<file path="config.mk">
export PLATFORM = sky130hd
export DESIGN_NAME = sit_host_flat
export DESIGN_NICKNAME = d
export VERILOG_FILES = /design/src/rtl/sit_pkg.sv /design/src/rtl/sit_link_if.sv /design/src/rtl/sit_host.sv /design/src/flat_wrapper.sv
export SDC_FILE = /design/constraint.sdc
export NUM_CORES = 1
export LEC_CHECK = 0
export BUFFER_PORTS_ARGS = -buffer_cell sky130_fd_sc_hd__buf_2
export CELL_PAD_IN_SITES_DETAIL_PLACEMENT = 0
export CELL_PAD_IN_SITES_GLOBAL_PLACEMENT = 1
export CORE_UTILIZATION = 50
export CTS_CLUSTER_SIZE = 25
export DETAILED_ROUTE_END_ITERATION = 7
export PLACE_DENSITY_LB_ADDON = 0.1
export SKIP_LAST_GASP = 1
export SYNTH_ARGS = -nofsm -noshare
export SYNTH_HDL_FRONTEND = slang
export SYNTH_SLANG_ARGS = --single-unit
</file>
<file path="constraint.sdc">
create_clock -name core_clk -period 5.7 [get_ports core_clk]
set_input_delay 0 -clock core_clk [delete_from_list [all_inputs] [get_ports core_clk]]
set_output_delay 0 -clock core_clk [all_outputs]
set_load 0.02 [all_outputs]
</file>
<file path="src/rtl/sit_pkg.sv">
// Shared constants for the sample interval timer and its processor end
package sit_pkg;
	// Clocking
	localparam int SYS_CLK_HZ = 50_000_000;
	localparam int CNT_CLK_HZ = 6_000_000;
	localparam int CLK_STEP = CNT_CLK_HZ / 1_000_000;
	localparam int CLK_WRAP = SYS_CLK_HZ / 1_000_000;
	localparam logic [5:0] ACC_STEP = 6'(CLK_STEP);
	localparam logic [5:0] ACC_WRAP = 6'(CLK_WRAP);
	// Sample period
	localparam int SAMPLE_PERIOD_MS = 10;
	localparam int PRESET_COUNT = 60_000;
	localparam int LSB_PERIOD_NS = 42_666;
	localparam logic [15:0] COUNT_LOAD = 16'(65_536 - PRESET_COUNT);
	localparam logic [15:0] COUNT_LAST = 16'hFFFF;
	localparam logic [7:0] BYTE_FIRST = 8'h15;
	// Processor end register byte offsets
	localparam logic [5:0] OFS_CTRL = 6'h00;
	localparam logic [5:0] OFS_THRESH = 6'h04;
	localparam logic [5:0] OFS_MOVE_LEN = 6'h08;
	localparam logic [5:0] OFS_STATUS = 6'h0C;
	localparam logic [5:0] OFS_MASK = 6'h10;
	localparam logic [5:0] OFS_BYTE = 6'h14;
	localparam logic [5:0] OFS_DMA_ADDR = 6'h18;
	localparam logic [5:0] OFS_DMA_CNT = 6'h1C;
	localparam logic [5:0] OFS_MOVE_SRC = 6'h20;
	// Control fields
	localparam int CTRL_MODE = 0;
	localparam int CTRL_LOW_BAND = 1;
	localparam int CTRL_WB_PEND = 2;
	// Status fields
	localparam int ST_SAMPLE = 0;
	localparam int ST_DONE = 1;
	localparam int ST_SKIP = 2;
	localparam int ST_OVERRUN = 3;
	localparam int ST_W = 4;
	// Reset values
	localparam logic [7:0] THRESH_RESET = 8'h80;
	localparam logic [15:0] MOVE_LEN_RESET = 16'h0010;
endpackage

</file>
<file path="src/rtl/sit_link_if.sv">
// Link between the timer end and the processor end
`timescale 1ns/1ns
interface sit_link_if;
	logic [7:0] sample_byte;
	logic sample_tick;
	logic sample_irq;
	logic move_mode;
	logic wb_pending;
	logic irq_clear;
	modport dev_mp (
		output sample_byte,
		output sample_tick,
		output sample_irq,
		input move_mode,
		input wb_pending,
		input irq_clear
	);
	modport host_mp (
		input sample_byte,
		input sample_tick,
		input sample_irq,
		output move_mode,
		output wb_pending,
		output irq_clear
	);
endinterface

</file>
<file path="src/rtl/sit_host.sv">
// Processor end: sample interrupt handler with Avalon-MM registers
`timescale 1ns/1ns
module sit_host (
	// Clock and reset
	input wire logic core_clk,
	input wire logic rstn,
	// Timer link
	sit_link_if.host_mp link,
	// Avalon-MM slave
	input wire logic [5:0] avs_address,
	input wire logic avs_read,
	input wire logic avs_write,
	input wire logic [31:0] avs_writedata,
	output logic [31:0] avs_readdata,
	output logic avs_waitrequest,
	// Interrupt
	output logic irq
);
	import sit_pkg::*;

	typedef enum logic [2:0] {
		SIT_IDLE = 3'b000,
		SIT_READ_A = 3'b001,
		SIT_READ_B = 3'b010,
		SIT_DECIDE = 3'b011,
		SIT_SAVE = 3'b100,
		SIT_MOVE = 3'b101,
		SIT_RESTORE = 3'b110,
		SIT_CLEAR = 3'b111
	} sit_state_t;

	sit_state_t state_q;
	logic [2:0] ctrl_q;
	logic [7:0] thresh_q;
	logic [15:0] move_len_q;
	logic [15:0] move_src_q;
	logic [ST_W-1:0] status_q;
	logic [ST_W-1:0] mask_q;
	logic [ST_W-1:0] ev;
	logic [7:0] byte_a_q;
	logic [7:0] byte_q;
	logic [15:0] dma_addr_q;
	logic [15:0] dma_cnt_q;
	logic [15:0] save_addr_q;
	logic [15:0] save_cnt_q;
	logic wait_q;
	logic [31:0] rdata_q;
	logic irq_q;
	logic clr_q;
	logic wr;

	assign wr = avs_write && !wait_q;

	// One wait state, then the request completes
	always_ff @(posedge core_clk or negedge rstn) begin
		if (!rstn) begin
			wait_q <= 1'b1;
			rdata_q <= 32'h0000_0000;
		end else begin
			wait_q <= !((avs_read || avs_write) && wait_q);
			if (avs_read && wait_q) begin
				case (avs_address)
					OFS_CTRL: rdata_q <= {29'h0, ctrl_q};
					OFS_THRESH: rdata_q <= {24'h0, thresh_q};
					OFS_MOVE_LEN: rdata_q <= {16'h0, move_len_q};
					OFS_STATUS: rdata_q <= {28'h0, status_q};
					OFS_MASK: rdata_q <= {28'h0, mask_q};
					OFS_BYTE: rdata_q <= {24'h0, byte_q};
					OFS_DMA_ADDR: rdata_q <= {16'h0, dma_addr_q};
					OFS_DMA_CNT: rdata_q <= {16'h0, dma_cnt_q};
					OFS_MOVE_SRC: rdata_q <= {16'h0, move_src_q};
					default: rdata_q <= 32'h0000_0000;
				endcase
			end
		end
	end

	assign avs_waitrequest = wait_q;
	assign avs_readdata = rdata_q;

	// Plain software settings
	always_ff @(posedge core_clk or negedge rstn) begin
		if (!rstn) begin
			thresh_q <= THRESH_RESET;
			move_len_q <= MOVE_LEN_RESET;
			move_src_q <= 16'h0000;
			mask_q <= '0;
		end else if (wr) begin
			case (avs_address)
				OFS_THRESH: thresh_q <= avs_writedata[7:0];
				OFS_MOVE_LEN: move_len_q <= avs_writedata[15:0];
				OFS_MOVE_SRC: move_src_q <= avs_writedata[15:0];
				OFS_MASK: mask_q <= avs_writedata[ST_W-1:0];
				default: ;
			endcase
		end
	end

	// Control; a finished move drops the pending flag
	always_ff @(posedge core_clk or negedge rstn) begin
		if (!rstn) begin
			ctrl_q <= 3'h0;
		end else if (state_q == SIT_RESTORE) begin
			ctrl_q[CTRL_WB_PEND] <= 1'b0;
		end else if (wr && avs_address == OFS_CTRL) begin
			ctrl_q <= avs_writedata[2:0];
		end
	end

	// Assisted moves only in low band
	always_ff @(posedge core_clk or negedge rstn) begin
		if (!rstn) begin
			link.move_mode <= 1'b0;
			link.wb_pending <= 1'b0;
		end else begin
			link.move_mode <= ctrl_q[CTRL_MODE] && ctrl_q[CTRL_LOW_BAND];
			link.wb_pending <= ctrl_q[CTRL_WB_PEND];
		end
	end

	// Handler sequence
	always_ff @(posedge core_clk or negedge rstn) begin
		if (!rstn) begin
			state_q <= SIT_IDLE;
			byte_a_q <= 8'h00;
			byte_q <= 8'h00;
			clr_q <= 1'b0;
		end else begin
			clr_q <= 1'b0;
			case (state_q)
				SIT_IDLE: begin
					if (link.sample_irq) begin
						state_q <= SIT_READ_A;
					end
				end
				SIT_READ_A: begin
					byte_a_q <= link.sample_byte;
					state_q <= SIT_READ_B;
				end
				SIT_READ_B: begin
					byte_a_q <= link.sample_byte;
					if (link.sample_byte == byte_a_q) begin
						byte_q <= byte_a_q;
						state_q <= SIT_DECIDE;
					end
				end
				SIT_DECIDE: begin
					if (byte_q < thresh_q && move_len_q != 16'h0000) begin
						state_q <= SIT_SAVE;
					end else begin
						clr_q <= 1'b1;
						state_q <= SIT_CLEAR;
					end
				end
				SIT_SAVE: state_q <= SIT_MOVE;
				SIT_MOVE: begin
					if (dma_cnt_q == 16'h0001) begin
						state_q <= SIT_RESTORE;
					end
				end
				SIT_RESTORE: begin
					clr_q <= 1'b1;
					state_q <= SIT_CLEAR;
				end
				SIT_CLEAR: state_q <= SIT_IDLE;
				default: state_q <= SIT_IDLE;
			endcase
		end
	end

	assign link.irq_clear = clr_q;

	// Sample DMA channel, borrowed for the block move
	always_ff @(posedge core_clk or negedge rstn) begin
		if (!rstn) begin
			dma_addr_q <= 16'h0000;
			dma_cnt_q <= 16'h0000;
			save_addr_q <= 16'h0000;
			save_cnt_q <= 16'h0000;
		end else if (state_q == SIT_SAVE) begin
			save_addr_q <= dma_addr_q;
			save_cnt_q <= dma_cnt_q;
			dma_addr_q <= move_src_q;
			dma_cnt_q <= move_len_q;
		end else if (state_q == SIT_MOVE) begin
			dma_addr_q <= dma_addr_q + 16'h0001;
			dma_cnt_q <= dma_cnt_q - 16'h0001;
		end else if (state_q == SIT_RESTORE) begin
			dma_addr_q <= save_addr_q;
			dma_cnt_q <= save_cnt_q;
		end else if (wr && avs_address == OFS_DMA_ADDR) begin
			dma_addr_q <= avs_writedata[15:0];
		end else if (wr && avs_address == OFS_DMA_CNT) begin
			dma_cnt_q <= avs_writedata[15:0];
		end else if (link.sample_tick && dma_cnt_q != 16'h0000) begin
			dma_addr_q <= dma_addr_q + 16'h0001;
			dma_cnt_q <= dma_cnt_q - 16'h0001;
		end
	end

	// Events for the sticky status
	always_comb begin
		ev = '0;
		ev[ST_SAMPLE] = link.sample_tick;
		ev[ST_DONE] = state_q == SIT_RESTORE;
		ev[ST_SKIP] = state_q == SIT_DECIDE && !(byte_q < thresh_q
			&& move_len_q != 16'h0000);
		ev[ST_OVERRUN] = link.sample_tick && (state_q == SIT_SAVE
			|| state_q == SIT_MOVE || state_q == SIT_RESTORE);
	end

	// Write one to clear; a new event wins
	always_ff @(posedge core_clk or negedge rstn) begin
		if (!rstn) begin
			status_q <= '0;
		end else if (wr && avs_address == OFS_STATUS) begin
			status_q <= (status_q & ~avs_writedata[ST_W-1:0]) | ev;
		end else begin
			status_q <= status_q | ev;
		end
	end

	always_ff @(posedge core_clk or negedge rstn) begin
		if (!rstn) begin
			irq_q <= 1'b0;
		end else begin
			irq_q <= |(status_q & mask_q);
		end
	end

	assign irq = irq_q;

endmodule

</file>
<file path="src/flat_wrapper.sv">
// flat-port wrapper written by rule: the top's interface ports become plain ports
module sit_host_flat import sit_pkg::*;
  (core_clk, rstn, avs_address, avs_read, avs_write, avs_writedata, avs_readdata, avs_waitrequest, irq, link_sample_byte, link_sample_tick, link_sample_irq, link_move_mode, link_wb_pending, link_irq_clear);
  sit_link_if link_i ();
  input wire logic core_clk;
  input wire logic rstn;
  input wire logic [5:0] avs_address;
  input wire logic avs_read;
  input wire logic avs_write;
  input wire logic [31:0] avs_writedata;
  output logic [31:0] avs_readdata;
  output logic avs_waitrequest;
  output logic irq;
  input wire logic [$bits(link_i.sample_byte)-1:0] link_sample_byte;
  input wire logic [$bits(link_i.sample_tick)-1:0] link_sample_tick;
  input wire logic [$bits(link_i.sample_irq)-1:0] link_sample_irq;
  output wire logic [$bits(link_i.move_mode)-1:0] link_move_mode;
  output wire logic [$bits(link_i.wb_pending)-1:0] link_wb_pending;
  output wire logic [$bits(link_i.irq_clear)-1:0] link_irq_clear;
  assign link_i.sample_byte = link_sample_byte;
  assign link_i.sample_tick = link_sample_tick;
  assign link_i.sample_irq = link_sample_irq;
  assign link_move_mode = link_i.move_mode;
  assign link_wb_pending = link_i.wb_pending;
  assign link_irq_clear = link_i.irq_clear;
  sit_host u_core (.core_clk(core_clk), .rstn(rstn), .link(link_i), .avs_address(avs_address), .avs_read(avs_read), .avs_write(avs_write), .avs_writedata(avs_writedata), .avs_readdata(avs_readdata), .avs_waitrequest(avs_waitrequest), .irq(irq));
endmodule
</file>
Word-level counts from Yosys, hierarchy flattened

Index checks and enable logic that the tools add are counted.

Output and inout port bits: 37
Flip-flop bits (word level): 171
Input port bits: 52
Word-level logic and storage cells: 110

Add/sub/neg operators: 2
Reductions and logical operators: 36
Mux-type cells: 23
$lt $le $gt $ge: 1
Bitwise logic cells: 6
Equality and inequality tests: 22

Operators with widths:

| cell                                                                    | count |
|---|---|
| 16-bit two-way mux                                                      | 12 |
| 16-bit case mux with 9 select lines                                     | 1 |
| 16-bit nonzero test                                                     | 2 |
| 6-bit by 5-bit equality test with 1-bit output, second input constant   | 4 |
| 3-bit case mux with 8 select lines                                      | 1 |
| 16-bit by 1-bit adder with 16-bit output, second input constant         | 1 |
| 16-bit by 1-bit equality test with 1-bit output, second input constant  | 1 |
| 2-bit AND reduction                                                     | 8 |
| 16-bit by 1-bit subtractor with 16-bit output, second input constant    | 1 |
| 3-bit equality test, second input constant                              | 4 |
| 6-bit by 4-bit equality test with 1-bit output, second input constant   | 2 |
| 1-bit logical AND                                                       | 12 |
| 3-bit two-way mux                                                       | 4 |
| 5-bit nonzero test                                                      | 2 |
| 4-bit bitwise AND                                                       | 2 |
| 8-bit equality test                                                     | 1 |
| 8-bit < comparator                                                      | 1 |
| 4-bit bitwise OR                                                        | 2 |
| 3-bit by 2-bit equality test with 1-bit output, second input constant   | 2 |
| 6-bit by 3-bit equality test with 1-bit output, second input constant   | 1 |
| 6-bit equality test, second input constant                              | 1 |
| 6-bit logical NOT                                                       | 1 |
| 5-bit by 1-bit inequality test with 1-bit output, second input constant | 1 |
| 4-bit two-way mux                                                       | 1 |
| other kinds (16)                                                        | 22 |

Logic depth before layout (Yosys ltp)

Gate-level depths: netlist of the first run.

Word-level depth: 8
Mapped depth: 9
Gate-level depth less buffers: 8

Worst setup path before layout of the first run

Ideal clock, no wire load.

Kind: flip-flop to flip-flop
From: register u_core.dma_cnt_q[5]
To: register u_core.dma_cnt_q[6]
Stages on the path, launching flop included: 10
Library setup time: 0.128 ns
Path slack: 3.415 ns
Arrival time: 2.158 ns
Path through: dfrtp_1 > buf_6 > or3_1 > buf_6 > nor4_4 > a31oi_2 > o21ai_4 > nand2_2 > buf_6 > mux2_1

Word-level cells in the longest chain between the ends: 7
Elaborated cells on any way between the ends: 11

RTL lines:

| item                                          | line                             | text |
|---|---|---|
| start, declared                               | sit_host.sv:43                   | `logic [15:0] dma_cnt_q;` |
| start signal, assigned                        | sit_host.sv:184                  | `dma_cnt_q <= move_len_q;` |
| start signal, assigned                        | sit_host.sv:187                  | `dma_cnt_q <= dma_cnt_q - 16'h0001;` |
| start signal, assigned                        | sit_host.sv:190                  | `dma_cnt_q <= save_cnt_q;` |
| 16-bit by 1-bit subtractor with 16-bit output | sit_host.sv:187, sit_host.sv:197 |  |
| 16-bit two-way mux                            | sit_host.sv:195                  | `end else if (link.sample_tick && dma_cnt_q != 16'h0000) begin` |
| 16-bit two-way mux                            | sit_host.sv:193                  | `end else if (wr && avs_address == OFS_DMA_CNT) begin` |
| 16-bit two-way mux                            | sit_host.sv:191                  | `end else if (wr && avs_address == OFS_DMA_ADDR) begin` |
| 16-bit two-way mux                            | sit_host.sv:188                  | `end else if (state_q == SIT_RESTORE) begin` |
| 16-bit two-way mux                            | sit_host.sv:185                  | `end else if (state_q == SIT_MOVE) begin` |
| 16-bit two-way mux                            | sit_host.sv:180                  | `end else if (state_q == SIT_SAVE) begin` |

Several ways; a longest one is shown, not always the timed one. The select of a mux whose other input is x is not followed.
A chain may end at the register's enable or synchronous reset.

Worst setup path in the final report of the first run

From: register u_core.state_q[2]
To: register u_core.dma_addr_q[15]

Word-level cells in the longest chain between the ends: 4
Elaborated cells on any way between the ends: 9

RTL lines:

| item                   | line            | text |
|---|---|---|
| start, declared        | sit_host.sv:32  | `sit_state_t state_q;` |
| start signal, assigned | sit_host.sv:124 | `state_q <= SIT_IDLE;` |
| start signal, assigned | sit_host.sv:133 | `state_q <= SIT_READ_A;` |
| start signal, assigned | sit_host.sv:138 | `state_q <= SIT_READ_B;` |
| 3-bit equality test    | sit_host.sv:188 |  |
| 16-bit two-way mux     | sit_host.sv:188 |  |
| 16-bit two-way mux     | sit_host.sv:185 |  |
| 16-bit two-way mux     | sit_host.sv:180 |  |
| end signal, assigned   | sit_host.sv:183 | `dma_addr_q <= move_src_q;` |
| end signal, assigned   | sit_host.sv:186 | `dma_addr_q <= dma_addr_q + 16'h0001;` |
| end signal, assigned   | sit_host.sv:189 | `dma_addr_q <= save_addr_q;` |
| end, declared          | sit_host.sv:42  | `logic [15:0] dma_addr_q;` |

Several ways; a longest one is shown, not always the timed one.

==> metrics, run 1 <==
status completed; DRT iter0 DRCs 791; H-tree levels 4; leading post-synthesis cells by cell area dfrtp_1 42%, mux2_2 12%, o21ai_0 4.7%, nand2_1 3.5%, nor2_1 2.4%; filler instances 1509; ys flop type dfrtp_1; DRC Markers 0; WS Path Type reg -> reg; worst IR drop on VDD 0.307 mV; flops & latches, synth 155; GRT overflow 0; initial antenna violation count 0; crit share post-route 61.6%; critical path required time 6030 ps; number of global-route vias before repair 7534; Placed Instances 1138; final setup violation count 0; clk buf depth 2; first-pass GRT wire length 43.6 mm; Vias 7691; Slew @ Worst Pin 1110 ps; share of cells above drive strength 1 23.8%; buffers added on ports 56; Cell Area, Synth 8990 um^2; fin cells 1200; clk_lat worst skew 440 ps; largest net degree at the start of global routing 80; Final Net Count 1025; slowest CP cell a21boi_2; Yosys top cell by area dfrtp_1; CP Launch Type flop; Max Cap Violations 0; crit-path cells nand2b_1 -> nand2_1 -> nor2_1 -> a21boi_2 -> a21oi_1 -> o22a_1; number of CTS-inserted buffers 17; Die H 136 um; most frequent cell after synthesis dfrtp_1; Layout area overhead 13.9%; Post-Synthesis Cells 905; Routed WL per cell 23.4 um; Hold Slack 61.2 ps; DIE AREA 18500 um^2; PwrDens 487 nW/um^2; # IOs 89; Hold Fails Final Rpt 0; unrepaired setup endpoints after global routing no; number of synthesized flops with an enable pin 0; CTS tree built; clk slew on worst S/H paths 70 ps; synth warn 0; Pleak 4.51 nW; hpwl dp 19.0 mm; final WL 28.1 mm; First-pass DRT Iterations 5; post-synthesis async set-or-reset flop share 100%; initial core utilization 51.6%; Crit path arrival time 3840 ps; Layout Skew 8.43 ps; crit-path max cell delay 800 ps; row count 48; maximum fanout along the worst path 17; setup TNS 0 ps; most frequent cells after synthesis 152 x dfrtp_1, 96 x mux2_2, 85 x o21ai_0; clk sinks 155; ANT nets after route 0; Die W 136 um; post-synthesis cell type count 82; final core utilization 58.8%; Worst slew margin 25.7%; n_diodes 0; Mean Syn Cell Area 9.94 um^2; GP Congestion 0.901; Resized Gates After CTS 0; top-area cell type share of the netlist area 42.3%; post-synthesis sequential area ratio 43.2%; Slew Limit Fails 0; Crit. End Element flop; Total GRT Usage 31.9%; overall power 4.99 mW; vias per cell 6.41; Core ar. 17400 um^2; CTS Root Buffer Type clkbuf_16; fin crit period 3510 ps; Hold Path Class in -> reg; fmax 285 MHz
==> routing by layer <==
layer	up-vias	global-route usage, %	part of all wire [%]
li1	3411	-	-
met1	3891	44.2	45
met2	329	48.8	46
met3	60	7.61	6.7
met4	0	10.7	2.4
met5	-	0	0
==> placed cells by master, fill, tap and decap left out, drive strengths merged, types with 5 or more instances in the layout <==
| cell type | netlist | layout |
|---|---|---|
| nor4 | 16 | 16 |
| and3 | 7 | 7 |
| dlygate4sd3 | 0 | 30 |
| nand2 | 86 | 86 |
| nor2b | 6 | 6 |
| xnor2 | 15 | 15 |
| o22ai | 7 | 7 |
| a211oi | 6 | 6 |
| or3 | 7 | 7 |
| dfrtp | 152 | 152 |
| nand3 | 22 | 22 |
| xor2 | 16 | 16 |
| o21ai | 86 | 86 |
| nand4 | 6 | 6 |
| a31oi | 15 | 15 |
| nor3 | 12 | 12 |
| ha | 11 | 11 |
| o22a | 5 | 5 |
| mux2 | 103 | 103 |
| a221oi | 15 | 15 |
| inv | 18 | 28 |
| buf | 35 | 70 |
| clkbuf | 42 | 17 |
| o211ai | 5 | 5 |
| a21oi | 37 | 37 |
| nor2 | 59 | 59 |
| nand2b | 8 | 8 |
| mux2i | 19 | 19 |
| a22oi | 17 | 17 |
| o31ai | 6 | 6 |
| conb | 1 | 16 |
==> state kept, by name, summed over array words and instances, names as in the netlist, 4 cells and up <==
name	flops
u_core.dma_addr_q	16
u_core.byte_q	8
u_core.status_q	4
u_core.move_src_q	16
u_core.save_addr_q	16
u_core.thresh_q	8
u_core.dma_cnt_q	16
u_core.mask_q	4
u_core.move_len_q	16
u_core.save_cnt_q	16
u_core.avs_readdata	16
u_core.byte_a_q	8
==> cells by family (layout without fill, tap and decap cells) <==
group | count (synthesis) | in the layout | synth area share, %
compound gates | 234 | 234 | 16.9
xor+xnor | 31 | 31 | 3.02
fa+ha+maj | 11 | 11 | 1.53
buf+inv | 96 | 151 | 5.08
flops | 155 | 155 | 43.2
mux | 125 | 125 | 16.0
other cells | 1 | 16 | 0.0417
simple gates | 252 | 252 | 14.2
==> report_power, final <==
part / leakage, nW / switching (mW) / internal [mW]
clock: 0.293 / 0.541 / 0.629
sequential: 1.97 / 0.402 / 1.42
combinational: 2.25 / 1.12 / 0.880
==> through the flow <==
stage                     worst slack [ps]  cell area [um^2]
final                                 2190             10200
after global placement                2430              9340
after detailed placement              2390              9340
after CTS                             2350             10200
after global routing                  2100             10200
after floorplan                       3410              9050
==> worst max-delay path: cells and delay by family, from the launching register on <==
kind / cells / cell delay, ps
AOI/OAI and AO/OA: 3 / 1140
and+or+nand+nor: 3 / 1690
DFF: 1 / 570
==> area by class of cell <==
class / instances / area, um^2 / share of cell area [%]
clock buffer: 17 / 425 / 4.15
clock inverter: 15 / 176 / 1.72
inverter: 19 / 71.3 / 0.696
multi-input combinational: 669 / 4710 / 46.0
sequential: 155 / 3880 / 37.9
tap: 225 / 282 / 2.75
timing repair buffer: 100 / 692 / 6.75
==> final timing paths <==
check / slack (ps) / endpoint / startpoint / cells after the start
worst max-delay path: 2190 / u_core.dma_addr_q[15] / u_core.state_q[2] / 6
worst min-delay path: 60 / u_core.ctrl_q[2] / avs_address[5] / 4
worst max register to register: 2190 / u_core.dma_addr_q[15] / u_core.state_q[2] / 6
worst min register to register: 410 / u_core.link.wb_pending / u_core.ctrl_q[2] / 0
max in group asynchronous: 4050 / u_core.dma_addr_q[8] / rstn / 3
min in group asynchronous: 170 / u_core.avs_readdata[2] / rstn / 2
==> timing repair <==
action                                 in CTS  in global routing
buffers inserted                            0                  0
endpoints found under the hold margin     132                  0
hold buffers                               30                  0
Power figures use the tool's default switching activity.
==> run 2, diff against run 1 <==
CORE_UTILIZATION = 42   (was 50)
clock period = 3.1 ns   (was 5.7 ns; I/O delays follow)
==> metrics, run 2 (synthesis gave the netlist of run 1 again) <==
hpwl dp 21.2 mm; area of the multi-input gates 4710 um^2; Routed WL per cell 23.6 um; clk buf depth 2; Hold Fails Final Rpt 0; crit share post-route 86.0%; largest net degree at the start of global routing 84; filler instances 1910; number of global-route vias before repair 7696; Core ar. 21000 um^2; Sw Share 41.3%; Die W 148 um; switching pwr 3.88 mW; commonest non-fill, non-tap cell in the layout dfrtp_1; Slew Limit Fails 0; setup TNS 0 ps; Worst slew margin 34.2%; ANT nets after route 0; fin crit period 2670 ps; Vias 7762; CTS Root Buffer Type clkbuf_16; # IOs 89; n_diodes 0; Layout area overhead 17.0%; sequential cell area 3880 um^2; PwrDens 891 nW/um^2; final core utilization 50.1%; unrepaired setup endpoints after global routing no; vias per cell 6.08; Max Cap Violations 0; share of cells above drive strength 1 25.8%; Hold Path Class in -> reg; Resized Gates After CTS 0; Logic pwr share 41.7%; Crit. End Element flop; worst IR drop on VDD 0.631 mV; sequential share of power 35.4%; Pleak 4.65 nW; fmax 375 MHz; Clk pwr share 22.9%; Slew @ Worst Pin 979 ps; first-pass GRT wire length 46.3 mm; GP Congestion 0.881; final setup violation count 0; initial antenna violation count 0; maximum fanout along the worst path 7; First-pass DRT Iterations 5; buffers added on ports 56; Die H 148 um; clk sinks 155; H-tree levels 4; DRT iter0 DRCs 698; final instance area 10500 um^2; Placed Area 9630 um^2; DIE AREA 22000 um^2; DRC Markers 0; initial core utilization 42.8%; CP Launch Type flop; final WL 30.1 mm; Final Net Count 1052; clk slew on worst S/H paths 70 ps; CTS tree built; Crit path arrival time 2980 ps; internal power 5.50 mW; row count 53; status completed; postcts setup bufs 0; Total GRT Usage 28.4%; number of CTS-inserted buffers 17; commonest non-fill, non-tap cells in the layout 152 x dfrtp_1, 96 x mux2_2, 84 x nand2_1, 84 x o21ai_0, 58 x nor2_1; critical path required time 3420 ps; WS Path Type reg -> reg; Layout Skew 9.40 ps; GRT overflow 0; clk_lat worst skew 440 ps
## run 2: path summary, 6_finish.rpt
kind | startpoint | to | slack (ps) | cells past startpoint
setup / recovery | u_core.dma_cnt_q[0] | u_core.dma_cnt_q[10] | 430 | 7
hold / removal | avs_address[5] | u_core.ctrl_q[2] | 60 | 4
setup reg to reg | u_core.dma_cnt_q[0] | u_core.dma_cnt_q[10] | 430 | 7
hold reg to reg | u_core.ctrl_q[2] | u_core.link.wb_pending | 420 | 0
max in group asynchronous | rstn | u_core.save_cnt_q[1] | 2090 | 3
min in group asynchronous | rstn | u_core.link.wb_pending | 190 | 2
## run 2: power groups by stage
stage | Sequential [mW] | Clock [mW] | Combinational (mW)
after CTS | 3.30 | 2.18 | 3.87
after global placement | 3.30 | 0 | 3.74
after floorplan | 3.00 | 0 | 2.87
after global routing | 3.40 | 2.26 | 4.24
final | 3.32 | 2.15 | 3.91
after detailed placement | 3.33 | 0 | 3.82
## run 2: what timing repair did
item | CTS | global route
endpoints found under the hold margin | 138 | 0
hold buffers | 30 | 0
endpoints found under the setup margin | 0 | 0
## run 2: final cells by class
| type | count | area share [%] |
|---|---|---|
| Sequential cell | 155 | 36.9 |
| Inverter | 19 | 0.677 |
| Multi-Input combinational cell | 669 | 44.8 |
| Clock inverter | 15 | 1.62 |
| Tap cell | 275 | 3.27 |
| Timing Repair Buffer | 127 | 8.74 |
| Clock buffer | 17 | 4.04 |
## run 2: layer usage
metal	GRT usage (%)	routed length, um	part of all wire, %	vias up
met1	40.8	13900	46	3932
met3	4.14	1880	6.3	55
li1	-	-	-	3461
met4	9.85	715	2.4	0
met5	0	0	0	-
met2	43.5	13600	45	314
## run 2: per-stage QoR
step / hold slack, ps / total power, mW / instances / setup slack (ps)
after CTS: 36.5 / 9.34 / 1277 / 457
after detailed placement: 118 / 7.16 / 1215 / 471
final: 56.2 / 9.38 / 1277 / 434
after floorplan: -296 / 5.86 / 920 / 815
after global routing: 92.1 / 9.90 / 1277 / 274
after global placement: 117 / 7.04 / 1215 / 505
## run 2: critical path: stages (launching register included)
cell     delay [ps]
dfrtp_1         450
inv_1           140
ha_1            220
or4b_1          610
nor4_1          510
xnor2_1         180
a21oi_1          90
o32a_1          350
==> run 3, diff against run 2 <==
CORE_UTILIZATION = 44   (was 42)
CTS_BUF_LIST = sky130_fd_sc_hd__clkbuf_4   (was unset)
REMOVE_ABC_BUFFERS = 1   (was unset)
==> metrics, run 3 (synthesis gave the netlist of run 1 again) <==
Placed Area 9570 um^2; number of global-route vias before repair 7673; overall power 8.42 mW; number of CTS-inserted buffers 17; status completed; Crit. End Element flop; # IOs 89; Slew Limit Fails 0; initial core utilization 45.5%; CP Launch Type flop; share of cells above drive strength 1 25.3%; Routed WL per cell 23.4 um; first-pass GRT wire length 46.3 mm; commonest non-fill, non-tap cells in the layout 152 x dfrtp_1, 96 x mux2_2, 85 x o21ai_0; Pleak 4.48 nW; setup TNS 0 ps; vias per cell 6.11; Crit path arrival time 3190 ps; largest net degree at the start of global routing 96; worst IR drop on VDD 0.480 mV; Core ar. 19800 um^2; clk buf depth 2; crit share post-route 87.3%; filler instances 1870; clk_lat worst skew 590 ps; area of the multi-input gates 4710 um^2; Total GRT Usage 29.1%; clk slew on worst S/H paths 150 ps; DRC Markers 0; Die W 145 um; GRT overflow 0; final WL 29.6 mm; final core utilization 51.4%; Resized Gates After CTS 0; WS Path Type reg -> reg; Layout Skew 27.0 ps; CTS Root Buffer Type clkbuf_4; First-pass DRT Iterations 6; crit-path max cell delay 520 ps; slowest CP cell dfrtp_1; row count 51; CTS tree built; commonest non-fill, non-tap cell in the layout dfrtp_1; Max Cap Violations 0; Layout area overhead 13.1%; DIE AREA 21000 um^2; Final Net Count 1050; DRT iter0 DRCs 814; Hold Path Class in -> reg; Die H 145 um; clk sinks 155; Buf/Inv on CP 0; maximum fanout along the worst path 11; delay-heaviest family, CP simple AND/OR/NAND/NOR gates; hpwl dp 20.6 mm; GP Congestion 0.909; initial antenna violation count 1; final instance area 10200 um^2; PwrDens 828 nW/um^2; fin crit period 2710 ps; count of hold-fix buffers inserted at cts 34; ANT nets after route 0; sequential cell area 3880 um^2; buffers added on ports 56; Vias 7731; postcts setup bufs 0; Slew @ Worst Pin 990 ps; H-tree levels 4; critical path required time 3580 ps; Worst slew margin 33.8%; Hold Fails Final Rpt 0; fmax 369 MHz; crit-path cells or3_1 -> nor4_4 -> a31oi_2 -> o21ai_4 -> nand2_2 -> mux2_1; final setup violation count 0; unrepaired setup endpoints after global routing no
[run 3: through the flow]
stage	cells	hold WS, ps	setup slack [ps]
after global routing	1266	42.5	298
after detailed placement	1199	164	449
after global placement	1199	159	461
after floorplan	843	-296	-43.1
after CTS	1265	18.1	430
final	1266	43.4	393
[run 3: worst min-delay path, stage by stage]
cell and delay, ps:
buf_2 170, nor4_1 140, nand3_1 130, mux2_2 160
[run 3: final cells by class]
class                      instances  share of cell area, %
multi-input combinational        669                   46.3
clock buffer                      17                   1.25
clock inverter                    15                   1.28
antenna                            1                 0.0246
timing repair buffer             125                   8.99
tap                              265                   3.26
inverter                          19                  0.701
sequential                       155                   38.2
[run 3: routing by layer]
| metal | GRT usage (%) | vias to the layer above | routed length, um |
|---|---|---|---|
| met3 | 6.26 | 70 | 2270 |
| met5 | 0 | - | 0 |
| met4 | 12.0 | 0 | 850 |
| met1 | 41.5 | 3852 | 13500 |
| met2 | 42.7 | 361 | 13000 |
| li1 | - | 3448 | - |
[run 3: path summary, 6_finish.rpt]
kind	startpoint	slack, ps	depth (start not counted)	end
worst max-delay path	u_core.dma_cnt_q[5]	390	6	u_core.dma_cnt_q[6]
worst min-delay path	avs_address[1]	40	4	u_core.ctrl_q[0]
worst max register to register	u_core.dma_cnt_q[5]	390	6	u_core.dma_cnt_q[6]
worst min register to register	u_core.ctrl_q[2]	460	0	u_core.link.wb_pending
max in group asynchronous	rstn	2190	3	u_core.byte_q[6]
min in group asynchronous	rstn	60	2	u_core.ctrl_q[2]
[run 3: report_power, final]
part           internal [mW]  leakage [nW]  switching [mW]
Sequential              2.60          1.97           0.747
Clock                  0.345         0.133           0.878
Combinational           1.73          2.38            2.12
Total                   4.67          4.48            3.75
